$ cat src/design/sipm_pkg.sv
// sipm_pkg: constants and types for the status indicator and power mode block
// assumes a 100 MHz core clock; only the millisecond tick is converted to cycles here
package sipm_pkg;
  localparam int unsigned CLK_HZ = 100000000;
  localparam int unsigned MS_TICK_CYCLES = CLK_HZ / 1000;
  // indicator phase times in ms
  localparam int unsigned SLOW_ON_MS = 200;
  localparam int unsigned SLOW_OFF_MS = 1800;
  localparam int unsigned STBY_ON_MS = 1800;
  localparam int unsigned STBY_OFF_MS = 200;
  localparam int unsigned FAST_MS = 120;
  localparam int unsigned REG_WINDOW_S = 15;
  localparam int unsigned REG_WINDOW_MS = REG_WINDOW_S * 1000;
  localparam int unsigned SLEEP_DELAY_UNIT_MS = 1000;
  // reset values
  localparam logic [7:0] SLEEP_DELAY_RST = 8'h00;
  localparam logic SLEEP_POL_RST = 1'b0;
  // function command values
  localparam logic [3:0] FUNC_FULL = 4'h1;
  localparam logic [3:0] FUNC_FLIGHT = 4'h4;
  // adc
  localparam int unsigned ADC_BITS = 12;

  typedef enum logic [1:0] {
    SIPM_PAT_SLOW,
    SIPM_PAT_STBY,
    SIPM_PAT_FAST,
    SIPM_PAT_HIGH
  } sipm_pat_t;

  typedef enum logic [2:0] {
    SIPM_OFF,
    SIPM_STANDBY,
    SIPM_XFER,
    SIPM_SLEEP,
    SIPM_DEEP
  } sipm_mode_t;
endpackage : sipm_pkg

$ cat src/design/sipm_blink.sv
// sipm_blink: network indicator pattern generator
// assumes a one-cycle millisecond tick from the same clock domain
`timescale 1ns/1ps
module sipm_blink
  import sipm_pkg::*;
(
  // clock and reset
  input wire logic i_core_clk,
  input wire logic i_rst_n,
  // timing and selection
  input wire logic i_ms_tick,
  input wire sipm_pat_t i_pat,
  // indicator
  output logic o_led
);
  typedef struct packed {
    sipm_pat_t pat;
    logic led;
    logic [11:0] cnt;
  } sipm_blink_st_t;

  sipm_blink_st_t st;
  sipm_blink_st_t next_st;

  // phase length in ms for a pattern and phase
  function automatic logic [11:0] phase_ms(input sipm_pat_t p, input logic hi);
    case (p)
      SIPM_PAT_SLOW: phase_ms = hi ? 12'(SLOW_ON_MS) : 12'(SLOW_OFF_MS);
      SIPM_PAT_STBY: phase_ms = hi ? 12'(STBY_ON_MS) : 12'(STBY_OFF_MS);
      SIPM_PAT_FAST: phase_ms = 12'(FAST_MS);
      default: phase_ms = 12'h001;
    endcase
  endfunction

  // phase timer; a pattern change restarts on a fresh high phase
  always_comb begin
    next_st = st;
    if (i_pat != st.pat) begin
      next_st.pat = i_pat;
      next_st.led = 1'b1;
      next_st.cnt = 12'h000;
    end else if (st.pat == SIPM_PAT_HIGH) begin
      next_st.led = 1'b1;
      next_st.cnt = 12'h000;
    end else if (i_ms_tick) begin
      if (st.cnt + 12'h001 >= phase_ms(st.pat, st.led)) begin
        next_st.led = ~st.led;
        next_st.cnt = 12'h000;
      end else begin
        next_st.cnt = st.cnt + 12'h001;
      end
    end
  end

  always_ff @(posedge i_core_clk or negedge i_rst_n) begin
    if (!i_rst_n) begin
      st <= '{pat: SIPM_PAT_SLOW, led: 1'b1, cnt: 12'h000};
    end else begin
      st <= next_st;
    end
  end

  assign o_led = st.led;
endmodule // sipm_blink

$ cat src/design/sipm_top.sv
// sipm_top: operating mode control, indicator outputs, flight and sleep control
// assumes command strobes come from the host command parser on the same clock;
// pins (radio-off, sleep control, dtr, wake, power button) are asynchronous
`timescale 1ns/1ps
module sipm_top
  import sipm_pkg::*;
#(
  parameter int unsigned MS_CYCLES = MS_TICK_CYCLES,
  parameter int unsigned ADC_W = ADC_BITS
) (
  // clock and reset
  input wire logic i_core_clk,
  input wire logic i_rst_n,
  // pins from the host board
  input wire logic i_radio_off_pin_n,
  input wire logic i_sleep_ctrl_pin,
  input wire logic i_sleep_ctrl_present,
  input wire logic i_dtr_pin,
  input wire logic i_deep_save_wake_pin,
  input wire logic i_power_button_n,
  // network and modem state
  input wire logic i_sim_present,
  input wire logic i_pin_pending,
  input wire logic i_registered,
  input wire logic i_reg_failed,
  input wire logic i_data_setup,
  input wire logic i_xfer_start,
  input wire logic i_xfer_done,
  input wire logic i_tau_due,
  input wire logic i_uplink_sent,
  input wire logic i_downlink_valid,
  input wire logic i_shutdown_req,
  input wire logic i_deep_save_req,
  // host commands, one-cycle strobes with data
  input wire logic i_serial_cmd,
  input wire logic i_radio_off_pin_enable_cmd,
  input wire logic i_radio_off_pin_enable_val,
  input wire logic i_func_cmd,
  input wire logic [3:0] i_func_val,
  input wire logic i_sleep_pin_polarity_cmd,
  input wire logic i_sleep_pin_polarity_val,
  input wire logic i_slow_clock_enable_cmd,
  input wire logic i_slow_clock_enable_val,
  input wire logic i_sleep_delay_cmd,
  input wire logic [7:0] i_sleep_delay_val,
  input wire logic i_adc_read_cmd,
  input wire logic i_adc_read_chan,
  input wire logic [ADC_W-1:0] i_adc0_code,
  input wire logic [ADC_W-1:0] i_adc1_code,
  // indicator outputs
  output logic o_network_indicator,
  output logic o_status,
  // power and radio control
  output logic o_radio_en,
  output logic o_baseband_pwr,
  output logic o_serial_en,
  output logic o_downlink_accept,
  output logic o_flight,
  output sipm_mode_t o_mode,
  // adc answer
  output logic o_adc_valid,
  output logic [ADC_W-1:0] o_adc_data
);
  // elaboration checks: the divider and the adc path serve only these ranges
  if (MS_CYCLES < 2 || ADC_W < 1 || ADC_W > 16) begin : g_bad_params
    $error("sipm_top: unsupported parameter values");
  end
  // registration window must fit the 14-bit window counter
  if (REG_WINDOW_MS > 16383) begin : g_bad_window
    $error("sipm_top: registration window too long");
  end
  // longest programmed delay must fit the 18-bit delay counter
  if (255 * SLEEP_DELAY_UNIT_MS > 262143) begin : g_bad_delay
    $error("sipm_top: sleep delay unit too long");
  end

  // the block counts as powered in every mode but shutdown
  function automatic logic is_on(input sipm_mode_t m);
    is_on = (m != SIPM_OFF);
  endfunction

  typedef struct packed {
    // pin synchronisers, two stages each
    logic [1:0] rof_s;
    logic [1:0] slp_s;
    logic [1:0] dtr_s;
    logic [1:0] wk_s;
    logic [1:0] pb_s;
    // millisecond divider
    logic [31:0] div;
    logic ms_tick;
    // configuration
    logic rof_en;
    logic sw_flight;
    logic pol_pend;
    logic pol_act;
    logic [7:0] delay_s;
    // timers
    logic delay_run;
    logic [17:0] delay_ms;
    logic [13:0] reg_ms;
    logic reg_slow;
    logic dl_open;
    // mode and outputs
    sipm_mode_t mode;
    logic status;
    logic radio_en;
    logic bb_pwr;
    logic ser_en;
    logic dl_acc;
    logic flight;
    logic adc_valid;
    logic [ADC_W-1:0] adc_data;
  } sipm_st_t;

  sipm_st_t st;
  sipm_st_t next_st;
  sipm_pat_t pat;
  logic led;
  logic sleep_level;
  logic sleep_req;
  logic flight_now;

  // chosen sleep control source, then polarity decode
  always_comb begin
    sleep_level = i_sleep_ctrl_present ? st.slp_s[1] : st.dtr_s[1];
    // polarity 0: high sleeps; polarity 1: low sleeps
    sleep_req = st.pol_act ? ~sleep_level : sleep_level;
    // pin only counts once enabled; undriven pin reads high on board pull-up
    flight_now = st.sw_flight | (st.rof_en & ~st.rof_s[1]);
  end

  // indicator pattern selection from mode and network state
  always_comb begin
    if (st.mode == SIPM_SLEEP || st.mode == SIPM_DEEP) begin
      pat = SIPM_PAT_HIGH;
    end else if (i_data_setup) begin
      pat = SIPM_PAT_FAST;
    end else if (!i_sim_present || i_pin_pending || i_reg_failed) begin
      pat = SIPM_PAT_SLOW;
    end else if (!i_registered && st.reg_slow) begin
      pat = SIPM_PAT_SLOW;
    end else if (!i_registered) begin
      // past the window only the network can declare failure; keep the slow blink meanwhile
      pat = SIPM_PAT_SLOW;
    end else begin
      pat = SIPM_PAT_STBY;
    end
  end

  always_comb begin
    next_st = st;
    // pins pass two flops before any logic reads them
    next_st.rof_s = {st.rof_s[0], i_radio_off_pin_n};
    next_st.slp_s = {st.slp_s[0], i_sleep_ctrl_pin};
    next_st.dtr_s = {st.dtr_s[0], i_dtr_pin};
    next_st.wk_s = {st.wk_s[0], i_deep_save_wake_pin};
    next_st.pb_s = {st.pb_s[0], i_power_button_n};

    // millisecond tick divider
    next_st.ms_tick = 1'b0;
    if (st.div >= MS_CYCLES - 1) begin
      next_st.div = '0;
      next_st.ms_tick = 1'b1;
    end else begin
      next_st.div = st.div + 32'h1;
    end

    // command decode
    if (i_radio_off_pin_enable_cmd) begin
      next_st.rof_en = i_radio_off_pin_enable_val;
    end
    // values other than enter and leave are ignored
    if (i_func_cmd && i_func_val == FUNC_FLIGHT) begin
      next_st.sw_flight = 1'b1;
    end else if (i_func_cmd && i_func_val == FUNC_FULL) begin
      next_st.sw_flight = 1'b0;
    end
    // polarity is staged and only committed by slow-clock enable
    if (i_sleep_pin_polarity_cmd) begin
      next_st.pol_pend = i_sleep_pin_polarity_val;
    end
    if (i_slow_clock_enable_cmd && i_slow_clock_enable_val) begin
      next_st.pol_act = i_sleep_pin_polarity_cmd ? i_sleep_pin_polarity_val
                                                 : st.pol_pend;
    end
    // delay held only in flops, so lost at power removal
    if (i_sleep_delay_cmd) begin
      next_st.delay_s = i_sleep_delay_val;
      next_st.delay_run = 1'b1;
      next_st.delay_ms = '0;
    end

    // registration window: slow blink first 15 s, tracked for the indicator pattern
    // window counter holds at its end so it never wraps
    if (i_registered || !i_sim_present) begin
      next_st.reg_ms = '0;
    end else if (st.ms_tick && st.reg_ms < 14'(REG_WINDOW_MS)) begin
      next_st.reg_ms = st.reg_ms + 14'h1;
    end
    next_st.reg_slow = st.reg_ms < 14'(REG_WINDOW_MS);

    // programmed sleep delay count in ms; it saturates so a long
    // transfer or sleep cannot wrap it round to a small value
    if (st.delay_run && !i_sleep_delay_cmd && st.ms_tick && st.delay_ms != 18'h3ffff) begin
      next_st.delay_ms = st.delay_ms + 18'h1;
    end

    // adc answer, code already spans zero to battery
    next_st.adc_valid = i_adc_read_cmd;
    if (i_adc_read_cmd) begin
      next_st.adc_data = i_adc_read_chan ? i_adc1_code : i_adc0_code;
    end

    // mode machine
    case (st.mode)
      SIPM_OFF: begin
        // power-on and shutdown both restart here and land in standby
        next_st.mode = SIPM_STANDBY;
      end
      SIPM_STANDBY: begin
        // deep save request outranks level sleep and programmed sleep
        if (i_deep_save_req) begin
          next_st.mode = SIPM_DEEP;
        end else if (sleep_req && !i_serial_cmd) begin
          next_st.mode = SIPM_SLEEP;
        end else if (st.delay_run && !i_serial_cmd &&
                     st.delay_ms >= 18'(32'(st.delay_s) * SLEEP_DELAY_UNIT_MS)) begin
          // timer stays armed through sleep so the pin wake level cannot undo it
          next_st.mode = SIPM_SLEEP;
        end else if (i_xfer_start && !flight_now) begin
          // flight blocks entry so no transfer starts with the radio off
          next_st.mode = SIPM_XFER;
        end
      end
      SIPM_XFER: begin
        // only the end of the transfer or a shutdown leaves this mode
        if (i_xfer_done) begin
          next_st.mode = SIPM_STANDBY;
        end
      end
      SIPM_SLEEP: begin
        // a command on the serial port, or the pin's wake level when no delay is armed, ends sleep
        if (i_serial_cmd || (!sleep_req && !st.delay_run)) begin
          next_st.mode = SIPM_STANDBY;
          next_st.delay_run = 1'b0;
        end
      end
      SIPM_DEEP: begin
        // wake pin, power button and a due area update each end deep save
        if (st.wk_s[1]) begin
          next_st.mode = SIPM_STANDBY;
        end else if (!st.pb_s[1] || i_tau_due) begin
          next_st.mode = SIPM_STANDBY;
        end
      end
      default: begin
        next_st.mode = SIPM_STANDBY;
      end
    endcase
    // shutdown outranks every other transition
    if (i_shutdown_req) begin
      next_st.mode = SIPM_OFF;
    end

    // downlink gate in deep save: opens only after own uplink
    if (st.mode != SIPM_DEEP) begin
      next_st.dl_open = 1'b0;
    end else if (i_uplink_sent) begin
      next_st.dl_open = 1'b1;
    end
    // outside deep save downlink passes straight through, one cycle late
    next_st.dl_acc = (st.mode != SIPM_DEEP) ? i_downlink_valid
                                            : (st.dl_open & i_downlink_valid);

    // power and radio outputs
    next_st.flight = flight_now;
    next_st.radio_en = !flight_now && is_on(st.mode);
    next_st.bb_pwr = is_on(st.mode);
    next_st.ser_en = is_on(st.mode);
    next_st.status = is_on(st.mode);
  end

  // asynchronous reset loads constants only; pin stages start at their idle levels
  always_ff @(posedge i_core_clk or negedge i_rst_n) begin
    if (!i_rst_n) begin
      st <= '{rof_s: 2'h3, slp_s: 2'h0, dtr_s: 2'h0, wk_s: 2'h0, pb_s: 2'h3,
              div: 32'h0, ms_tick: 1'b0, rof_en: 1'b0, sw_flight: 1'b0,
              pol_pend: SLEEP_POL_RST, pol_act: SLEEP_POL_RST,
              delay_s: SLEEP_DELAY_RST, delay_run: 1'b0, delay_ms: 18'h0,
              reg_ms: 14'h0, reg_slow: 1'b1, dl_open: 1'b0, mode: SIPM_OFF,
              status: 1'b0, radio_en: 1'b0, bb_pwr: 1'b0, ser_en: 1'b0,
              dl_acc: 1'b0, flight: 1'b0, adc_valid: 1'b0, adc_data: '0};
    end else begin
      st <= next_st;
    end
  end

  // indicator blink engine, restarts on pattern change
  sipm_blink u_blink (
    .i_core_clk(i_core_clk),
    .i_rst_n(i_rst_n),
    .i_ms_tick(st.ms_tick),
    .i_pat(pat),
    .o_led(led)
  );

  // every output is a bare flop, here or in the blink engine
  assign o_network_indicator = led;
  assign o_status = st.status;
  // power, radio and adc outputs
  assign o_radio_en = st.radio_en;
  assign o_baseband_pwr = st.bb_pwr;
  assign o_serial_en = st.ser_en;
  assign o_downlink_accept = st.dl_acc;
  assign o_flight = st.flight;
  assign o_mode = st.mode;
  assign o_adc_valid = st.adc_valid;
  assign o_adc_data = st.adc_data;
endmodule // sipm_top

$ cat config.mk
export PLATFORM = sky130hd
export DESIGN_NAME = sipm_top
export DESIGN_NICKNAME = d
export VERILOG_FILES = /design/src/design/sipm_pkg.sv /design/src/design/sipm_blink.sv /design/src/design/sipm_top.sv
export SDC_FILE = /design/constraint.sdc
export NUM_CORES = 1
export LEC_CHECK = 0
export ABC_AREA = 1
export BUFFER_PORTS_ARGS = -buffer_cell sky130_fd_sc_hd__buf_2
export CORE_MARGIN = 5
export CORE_UTILIZATION = 61
export DETAILED_ROUTE_END_ITERATION = 10
export GPL_TIMING_DRIVEN = 1
export PLACE_DENSITY = 0.87
export SKIP_LAST_GASP = 1
export SYNTH_ARGS = -nofsm -noshare
export SYNTH_HDL_FRONTEND = slang
export SYNTH_SLANG_ARGS = --single-unit
export TNS_END_PERCENT = 50
$ cat constraint.sdc
create_clock -name i_core_clk -period 8.1 [get_ports i_core_clk]
set_clock_uncertainty 0.1 [all_clocks]
set_input_delay 1.62 -clock i_core_clk [delete_from_list [all_inputs] [get_ports i_core_clk]]
set_output_delay 1.62 -clock i_core_clk [all_outputs]
set_load 0.05 [all_outputs]
After elaboration in Yosys (flattened, before gate mapping):

Cells that the tools add are included.
Widths: inputs -> output; s select.

* register bits after elaboration: 125
* input port bits: 67
* word-level logic and storage cells: 139

* add/subtract/negate cells: 4
* multipliers: 1
* $lt $le $gt $ge: 4
* eq/ne operators: 16
* mux-type cells: 43
* bitwise gates (word level): 6
* reduce and logical (&&, ||, !) cells: 38

Operators with widths (number)
* $mux 12: 5
* $mux 13: 3
* $pmux 12 s3: 1
* $add 32x1->32 const B: 1
* $ge 32x17->1 const B: 1
* $mux 32: 1
* $mux 14: 2
* $mux 3: 9
* $mux 11: 2
* $mux 19: 1
* $add 18x1->18 const B: 1
* $ge 18x18->1: 1
* $mux 18: 1
* $ne 18x18->1 const B: 1
* $mul 8x7->15 const B: 1
* $mux 1: 15
* $add 14x1->14 const B: 1
* $logic_and 1x1->1: 14
* $lt 14x14->1 const B: 1
* $add 12x1->12 const B: 1
* $ge 12x12->1: 1
* $pmux 3 s4: 1
* $reduce_bool 3->1: 3
* $logic_not 1->1: 8
* other kinds (21): 36

Logic depth before layout (Yosys ltp):

Gate-level depths: netlist of run 1.

* depth in word-level cells: 13
* depth in mapped cells: 27

Modules after synthesis:

Synthesis of run 1 repeated with hierarchy kept, for this count alone.

* cell total of the unflattened synthesis: 845
* area total of the unflattened synthesis: 7249.5 sq um

By module, submodules not included
* sipm_top: instances 1, cells each 692, area an instance 6147.1 sq um
* sipm_blink: instances 1, cells each 153, area an instance 1102.3 sq um

Worst setup path before layout of run 1:

OpenSTA, ideal clock, no wires.

* path kind: reg-to-reg
* start: register st[58] (netlist name)
* end: register st, in the netlist o_mode[1]
* library setup time: 0.127 ns
* arrival: 4.720 ns
* data required time: 7.873 ns
* path slack: 3.153 ns
* cell stages (with the launch flop): 26
* buffers on the path: 0
* clock period less this slack: 4.947 ns
* cell sequence: dfrtp_1 fa_1 inv_1 fa_1 fa_1 fa_1 inv_1 ha_1 a21oi_1 inv_1 a31oi_1 o21ai_0 a21oi_1 xor2_1 ha_1 nand2_1 nor2_1 inv_1 nor2_1 nand2_1 nand3_1 nand2_1 nand3_1 nand2_1 nand2_1 o21ai_0

* longest elaborated chain between the ends: 8
* elaborated cells between the ends (all ways): 10

RTL lines
* start, declared: RTL line sipm_top.sv:116 `sipm_st_t st;`
* start signal, assigned: RTL line sipm_top.sv:287 `st <= '{rof_s: 2'h3, slp_s: 2'h0, dtr_s: 2'h0, wk_s: 2'h0, pb_s: 2'h3,`
* start signal, assigned: RTL line sipm_top.sv:295 `st <= next_st;`
* $mul 8x7->15 (*): RTL line sipm_top.sv:228 `st.delay_ms >= 18'(32'(st.delay_s) * SLEEP_DELAY_UNIT_MS)) begin`
* $ge 18x18->1 (*): RTL line sipm_top.sv:228
* $logic_and 1x1->1 (*): RTL line sipm_top.sv:227 `end else if (st.delay_run && !i_serial_cmd &&`
* $mux 3: RTL line sipm_top.sv:227
* $mux 3: RTL line sipm_top.sv:225 `end else if (sleep_req && !i_serial_cmd) begin`
* $mux 3: RTL line sipm_top.sv:223 `if (i_deep_save_req) begin`
* $pmux 3 s4: RTL line sipm_top.sv:216 `case (st.mode)`
* $mux 3: RTL line sipm_top.sv:262 `if (i_shutdown_req) begin`

Every way passes the cells marked *; elsewhere a longest branch is shown, timed or not.
A chain may end at the register's enable or synchronous reset.

Worst setup path after layout of run 1:

Same ends and word-level chain as after synthesis.

==> impl_metrics.yaml, run 1 <==
outcome:
  outcome: "finished clean"
drt:
  wl_per_cell_um: 13.50
  via_per_inst: 5.288
  drtIter0Drc: 248
  drt_pass1_iterations: 5
  vias: 5648
  postRouteAntennaNets: 0
  drc: 0
  wl_um: 14410
synth:
  yosys_most_used_dff: "dfrtp_1"
  synth_area_leaders: "dfrtp_1 37%, ha_1 12%, nand2_1 8.4%, inv_1 6.3%, fa_1 5.9%"
  yosysMostFrequentCell: "nand2_1"
  synthCells: 834
  async_flop_share_pct: 100.0
  synth_seq_cells: 110
  synth_edf_count: 0
  ys_seq_area_share_pct: 38.46
  yosysTopAreaCellShare_pct: 36.63
  synth_top_cell_by_area: "dfrtp_1"
  synthTopCellsByCount: "160 x nand2_1, 120 x inv_1, 105 x dfrtp_1, 74 x nor2_1, 66 x ha_1"
  ys_types: 49
  syn_area_mm2: 0.007173
  ys_warn_count: 0
  syn_area_per_cell_um2: 8.601
grt:
  grt_max_degree: 81
  grt_pass1_vias: 5760
  busiest_layer: "met2"
  use_met3_pct: 3.295
  antenna_found_initial: 0
  grtUsageTotal_pct: 21.54
  grt_pass1_wl_um: 25440
  gr-usage-met1_pct: 27.48
  grt_util_met2_pct: 37.06
  grt_overflow: 0
critical_path:
  path_max_fanout: 6
  path_class: "reg -> reg"
  end_kind: "register"
  critPathLaunchType: "register"
  critical_path_required_ps: 8230
  r2r-start: "st[58]$_DFFE_PN0P_"
  critPathArrivalTime_ps: 5570
  crit_start: "st[58]$_DFFE_PN0P_"
final_layout:
  insertedDiodeCount: 0
  fin_area_mm2: 0.007994
  drive_gt1_share_pct: 16.65
  fin_util_pct: 69.71
  num-fill-cells: 859
  nets: 1074
  syn2layout_area_growth_pct: 11.44
die:
  die_x_um: 118.4
  boundaryPins: 90
  core_region_area_mm2: 0.01147
  die-area_mm2: 0.01403
  initial_core_util_pct: 62.55
  fp.dieH_um: 118.4
  rows: 39
timing:
  grt_setup_unrepaired: "no"
  setup_viol: 0
  postLayoutSetupSlackWorst_ps: 2660
  slew_headroom_pct: 34.52
  max_freq_mhz: 183.8
  finalCritPeriodShare_pct: 67.16
  tns_ps: 0
  slew_viol_final: 0
  worstMarginPinSlew_ps: 982.2
  hold_viol: 0
  min_period_ps: 5440
clock_tree:
  post_cts_buffers: 0
  clkSinkCount: 110
  cts_tree: "done"
  insertion_delay_ps: 350
  cts.clk_slew.worst_paths_ps: 80
  clockRootBuffer: "clkbuf_16"
  cts_resized: 0
  htreeDepth: 3
  cts_buffers: 9
  postCtsHoldBufs: 0
  clk_path_buf_depth: 2
place:
  placed_area_mm2: 0.007667
  dp_slack_ps: 2736
  place.gp.congestion: 0.9293
  dp_hpwl_um: 11050
  io_buffers: 89
power:
  p_per_area_mw_per_mm2: 262.9
  leakage_uw: 0.004088
  irDropWorstVdd_v: 0.0002755
  finalPower_uw: 2102
run:
  max-cap-violations: 0
min_path:
  hold_path.class: "reg -> reg"
  holdCritStartpoint: "next_st[109]$_DFF_PN0_"
[final timing paths]
path                                                   to  slack, ps  depth (start not counted)
worst max-delay path                o_mode[1]$_DFFE_PN0P_       2660                         25
worst min-delay path                    st[109]$_DFF_PN0_        250                          0
worst max register to register      o_mode[1]$_DFFE_PN0P_       2660                         25
worst min register to register          st[109]$_DFF_PN0_        250                          0
max in group asynchronous            o_radio_en$_DFF_PN0_       5510                          2
min in group asynchronous       o_adc_data[2]$_DFFE_PN0P_       1080                          1
[cell families (layout without fill, tap and decap cells)]
logic type      count (synthesis)  count (layout)  share of synthesized area, %
compound gates                104             104                         8.826
other cells                     1              15                       0.05228
buf+inv                       158             235                         9.471
mux                             1               1                        0.1570
xor+xnor                       42              42                         5.128
flops                         110             110                         38.46
simple gates                  331             331                         20.53
fa+ha+maj                      87              87                         17.37
[per-layer routing]
| metal | share of wire, % | wire [um] | vias up |
|---|---|---|---|
| met1 | 44 | 6353 | 2678 |
| met2 | 51 | 7345 | 111 |
| met5 | 0 | 0 | - |
| met3 | 3.0 | 430 | 25 |
| met4 | 2.0 | 285 | 0 |
| li1 | - | - | 2834 |
[report_power, final]
part           switching (uW)  leakage, uW  internal, uW  total (uW)
sequential               30.3      0.00138           590         620
clock                     222     0.000155           250         473
combinational             641      0.00255           368        1010
total                     894      0.00409          1210        2100
[registers in the layout, summed over array words and instances (netlist names), 3 cells and up]
signal / cells
st: 70
u_blink.st: 14
o_adc_data: 12
next_st: 5
o_mode: 3
[critical path: stages (launching register included)]
cell	delay, ps
dfrtp_1	470
fa_1	560
inv_1	60
fa_1	540
fa_1	440
fa_1	510
inv_1	60
ha_1	360
a21oi_1	210
inv_1	60
a31oi_1	220
o21ai_0	170
a21oi_1	190
xor2_1	90
ha_1	320
nand2_1	80
nor2_1	120
inv_1	70
nor2_1	140
nand2_1	70
nand3_1	60
nand2_1	50
nand3_1	100
nand2_1	110
nand2_1	80
o21ai_0	80
[layout by cell type, fill, tap and decap left out, types with 2 or more instances in the layout]
cell / n
conb_1: 15
clkinv_8: 2
xor2_1: 33
ha_1: 66
nor2_2: 3
inv_8: 2
fa_1: 21
nand2_4: 2
clkbuf_16: 9
o21ai_1: 10
nor2_4: 2
nand2_2: 9
nand4_1: 14
or2_2: 2
nor4_1: 5
dfstp_2: 5
inv_1: 120
inv_2: 8
o22ai_2: 5
xnor2_1: 9
nand3_1: 35
nand2_1: 160
o21ai_0: 27
nor2_1: 74
nor3b_1: 2
o21a_1: 2
buf_4: 2
dfrtp_1: 105
a21oi_1: 23
buf_2: 88
o21ai_2: 4
o22ai_1: 9
a31oi_1: 17
nor3_1: 15
nand3_2: 2
[through the flow]
step / cells / hold slack, ps
5_1_grt: 1068 / 253.8
3_5_place_dp: 1052 / 234.7
4_1_cts: 1068 / 251.4
2_1_floorplan: 848 / 231.2
3_3_place_gp: 1052 / 231.8
6_report: 1068 / 250.3
[cell type report]
| type | instances | area, um2 | share of cell area [%] |
|---|---|---|---|
| multi-input cells | 580 | 3787 | 47.38 |
| clock buffers | 9 | 225.2 | 2.817 |
| flip-flops and latches | 110 | 2759 | 34.51 |
| clock inverters | 7 | 101.3 | 1.268 |
| inverters | 129 | 486.7 | 6.089 |
| repair buffers | 90 | 455.4 | 5.697 |
| well taps | 143 | 178.9 | 2.238 |
Power figures use the tool's default switching activity.
==> run 2, diff against run 1 <==
--- a/config.mk
+++ b/config.mk
@@ -8,10 +8,10 @@
 export ABC_AREA = 1
 export BUFFER_PORTS_ARGS = -buffer_cell sky130_fd_sc_hd__buf_2
 export CORE_MARGIN = 5
-export CORE_UTILIZATION = 61
+export CORE_UTILIZATION = 53
 export DETAILED_ROUTE_END_ITERATION = 10
 export GPL_TIMING_DRIVEN = 1
-export PLACE_DENSITY = 0.87
+export PLACE_DENSITY = 0.81
 export SKIP_LAST_GASP = 1
 export SYNTH_ARGS = -nofsm -noshare
 export SYNTH_HDL_FRONTEND = slang
==> constraint.sdc (replaced) <==
create_clock -name i_core_clk -period 4.4 [get_ports i_core_clk]
set_clock_uncertainty 0.1 [all_clocks]
set_input_delay 0.88 -clock i_core_clk [delete_from_list [all_inputs] [get_ports i_core_clk]]
set_output_delay 0.88 -clock i_core_clk [all_outputs]
set_load 0.05 [all_outputs]
==> run 2 against run 1 <==
Effect of this change:
- the flow now finishes with violations (negative setup slack)
- count of clock-buffer cells in the layout up 2
- maximum frequency up 8.4%
- combinational power rose to 2.9 times the previous value
- global-route usage shrank 2.2 points
- sequential share of layout area decreased by 2.4 points
- sequential cell count is the same
- critical endpoint is now o_mode[0]$_DFFE_PN0P_
==> impl_metrics.yaml, run 2 (synthesis results as in run 1) <==
clock_tree:
  postCtsHoldBufs: 0
  clkSinkCount: 110
  insertion_delay_ps: 350
  cts_tree: "done"
  clk_path_buf_depth: 2
  clockRootBuffer: "clkbuf_16"
  htreeDepth: 3
  cts_buffers: 9
  cts.clk_slew.worst_paths_ps: 70
min_path:
  hold_path.class: "in -> async"
final_layout:
  num-fill-cells: 1112
  fin_cells: 1145
  largest_reg_flops: 70
  layout_commonest_cell: "nand2_1"
  multi_input_comb_area_mm2: 0.004010
  nets: 1118
  syn2layout_area_growth_pct: 19.94
  insertedDiodeCount: 0
  ff_latch_area_mm2: 0.002760
  mostFrequentLayoutCells: "154 x nand2_1, 113 x inv_1, 104 x dfrtp_1, 88 x buf_2, 70 x nor2_1"
  drive_gt1_share_pct: 24.97
  fin_util_pct: 64.97
  top_register: "st"
die:
  initial_core_util_pct: 54.17
  rows: 42
  fp.dieH_um: 126.3
  die-area_mm2: 0.01596
  die_x_um: 126.3
  core_region_area_mm2: 0.01324
  boundaryPins: 90
critical_path:
  path_class: "reg -> reg"
  worst_path_most_repeated_cell: "fa_1"
  cp_top_family: "adder cells"
  path_max_fanout: 3
  critPathArrivalTime_ps: 5160
  r2r-start: "st[58]$_DFFE_PN0P_"
  critPathLaunchType: "register"
  crit_path_top_delay_cell: "fa_1"
  cp_slowest_stage_delay_ps: 530
  critical_path_required_ps: 4540
  crit_buf_inv: 4
  crit_start: "st[58]$_DFFE_PN0P_"
  end_kind: "register"
drt:
  drt_pass1_iterations: 4
  wl_um: 15490
  postRouteAntennaNets: 0
  wl_per_cell_um: 13.53
  drtIter0Drc: 281
  vias: 5863
  drc: 0
  via_per_inst: 5.121
place:
  dp_slack_ps: -563.8
  dp_hpwl_um: 11350
  io_buffers: 89
  placedCellCount: 1123
  place.gp.congestion: 0.8502
timing:
  max_freq_mhz: 199.3
  hold_viol: 0
  postLayoutSetupSlackWorst_ps: -618.0
  fin_hold_ws_ps: 216.2
  finalCritPeriodShare_pct: 114.0
  slew_viol_final: 0
  slew_headroom_pct: 58.62
  worstMarginPinSlew_ps: 620.8
  min_period_ps: 5018
  grt_setup_unrepaired: "yes"
  setup_viol: 2
grt:
  grt_overflow: 0
  antenna_found_initial: 0
  grtUsageTotal_pct: 19.33
  grt_pass1_vias: 5881
  grt_pass1_wl_um: 25850
  grt_max_degree: 107
outcome:
  outcome: "finished with violations"
  violations: "negative setup slack"
power:
  irDropWorstVdd_v: 0.0003904
  leakage_uw: 0.004317
  p_per_area_mw_per_mm2: 578.1
run:
  max-cap-violations: 0
run 2: report_power, final:
group	switching (uW)	internal (uW)	leakage [uW]	total, uW
Sequential	49.5	1090	0.00138	1140
Combinational	1650	1300	0.00278	2950
Clock	376	516	0.000156	892
Total	2070	2900	0.00432	4970
run 2: final cells by class:
class | instances | share of cell area, %
Tap cell | 176 | 2.560
Clock buffer | 11 | 2.821
Timing Repair Buffer | 134 | 9.322
Sequential cell | 110 | 32.08
Clock inverter | 5 | 0.9453
Inverter | 129 | 5.657
Multi-Input combinational cell | 580 | 46.61
run 2: per-layer routing:
layer | up-vias | GRT usage (%) | share of wire, %
li1 | 2920 | - | -
met1 | 2772 | 24.88 | 43
met2 | 152 | 33.30 | 50
met4 | 0 | 6.120 | 1.5
met5 | - | 0 | 0
met3 | 19 | 3.447 | 5.2
run 2: path summary, 6_finish.rpt:
kind / end / slack (ps) / cells after the start
setup reg to reg: o_mode[0]$_DFFE_PN0P_ / -620 / 25
max in group asynchronous: st[101]$_DFF_PN0_ / 3190 / 2
hold / removal: st[64]$_DFFE_PN0P_ / 220 / 1
hold reg to reg: st[107]$_DFF_PN0_ / 250 / 0
min in group i_core_clk: st[107]$_DFF_PN0_ / 250 / 0
setup / recovery: o_mode[0]$_DFFE_PN0P_ / -620 / 25
run 2: timing repair:
item,in CTS,in global routing
buffers inserted,3,3
endpoints found under the setup margin,2,2
gates resized for setup,12,32
pin swaps,12,37
run 2: per-stage QoR:
stage	setup TNS, ps	instance area (um2)	total power [uW]
after floorplan	-652.1	7271	2722
after global placement	-865.0	8051	3428
after detailed placement	-1126	8051	3510
after CTS	-1075	8444	4573
after global routing	-1575	8603	5315
final	-1233	8603	4973
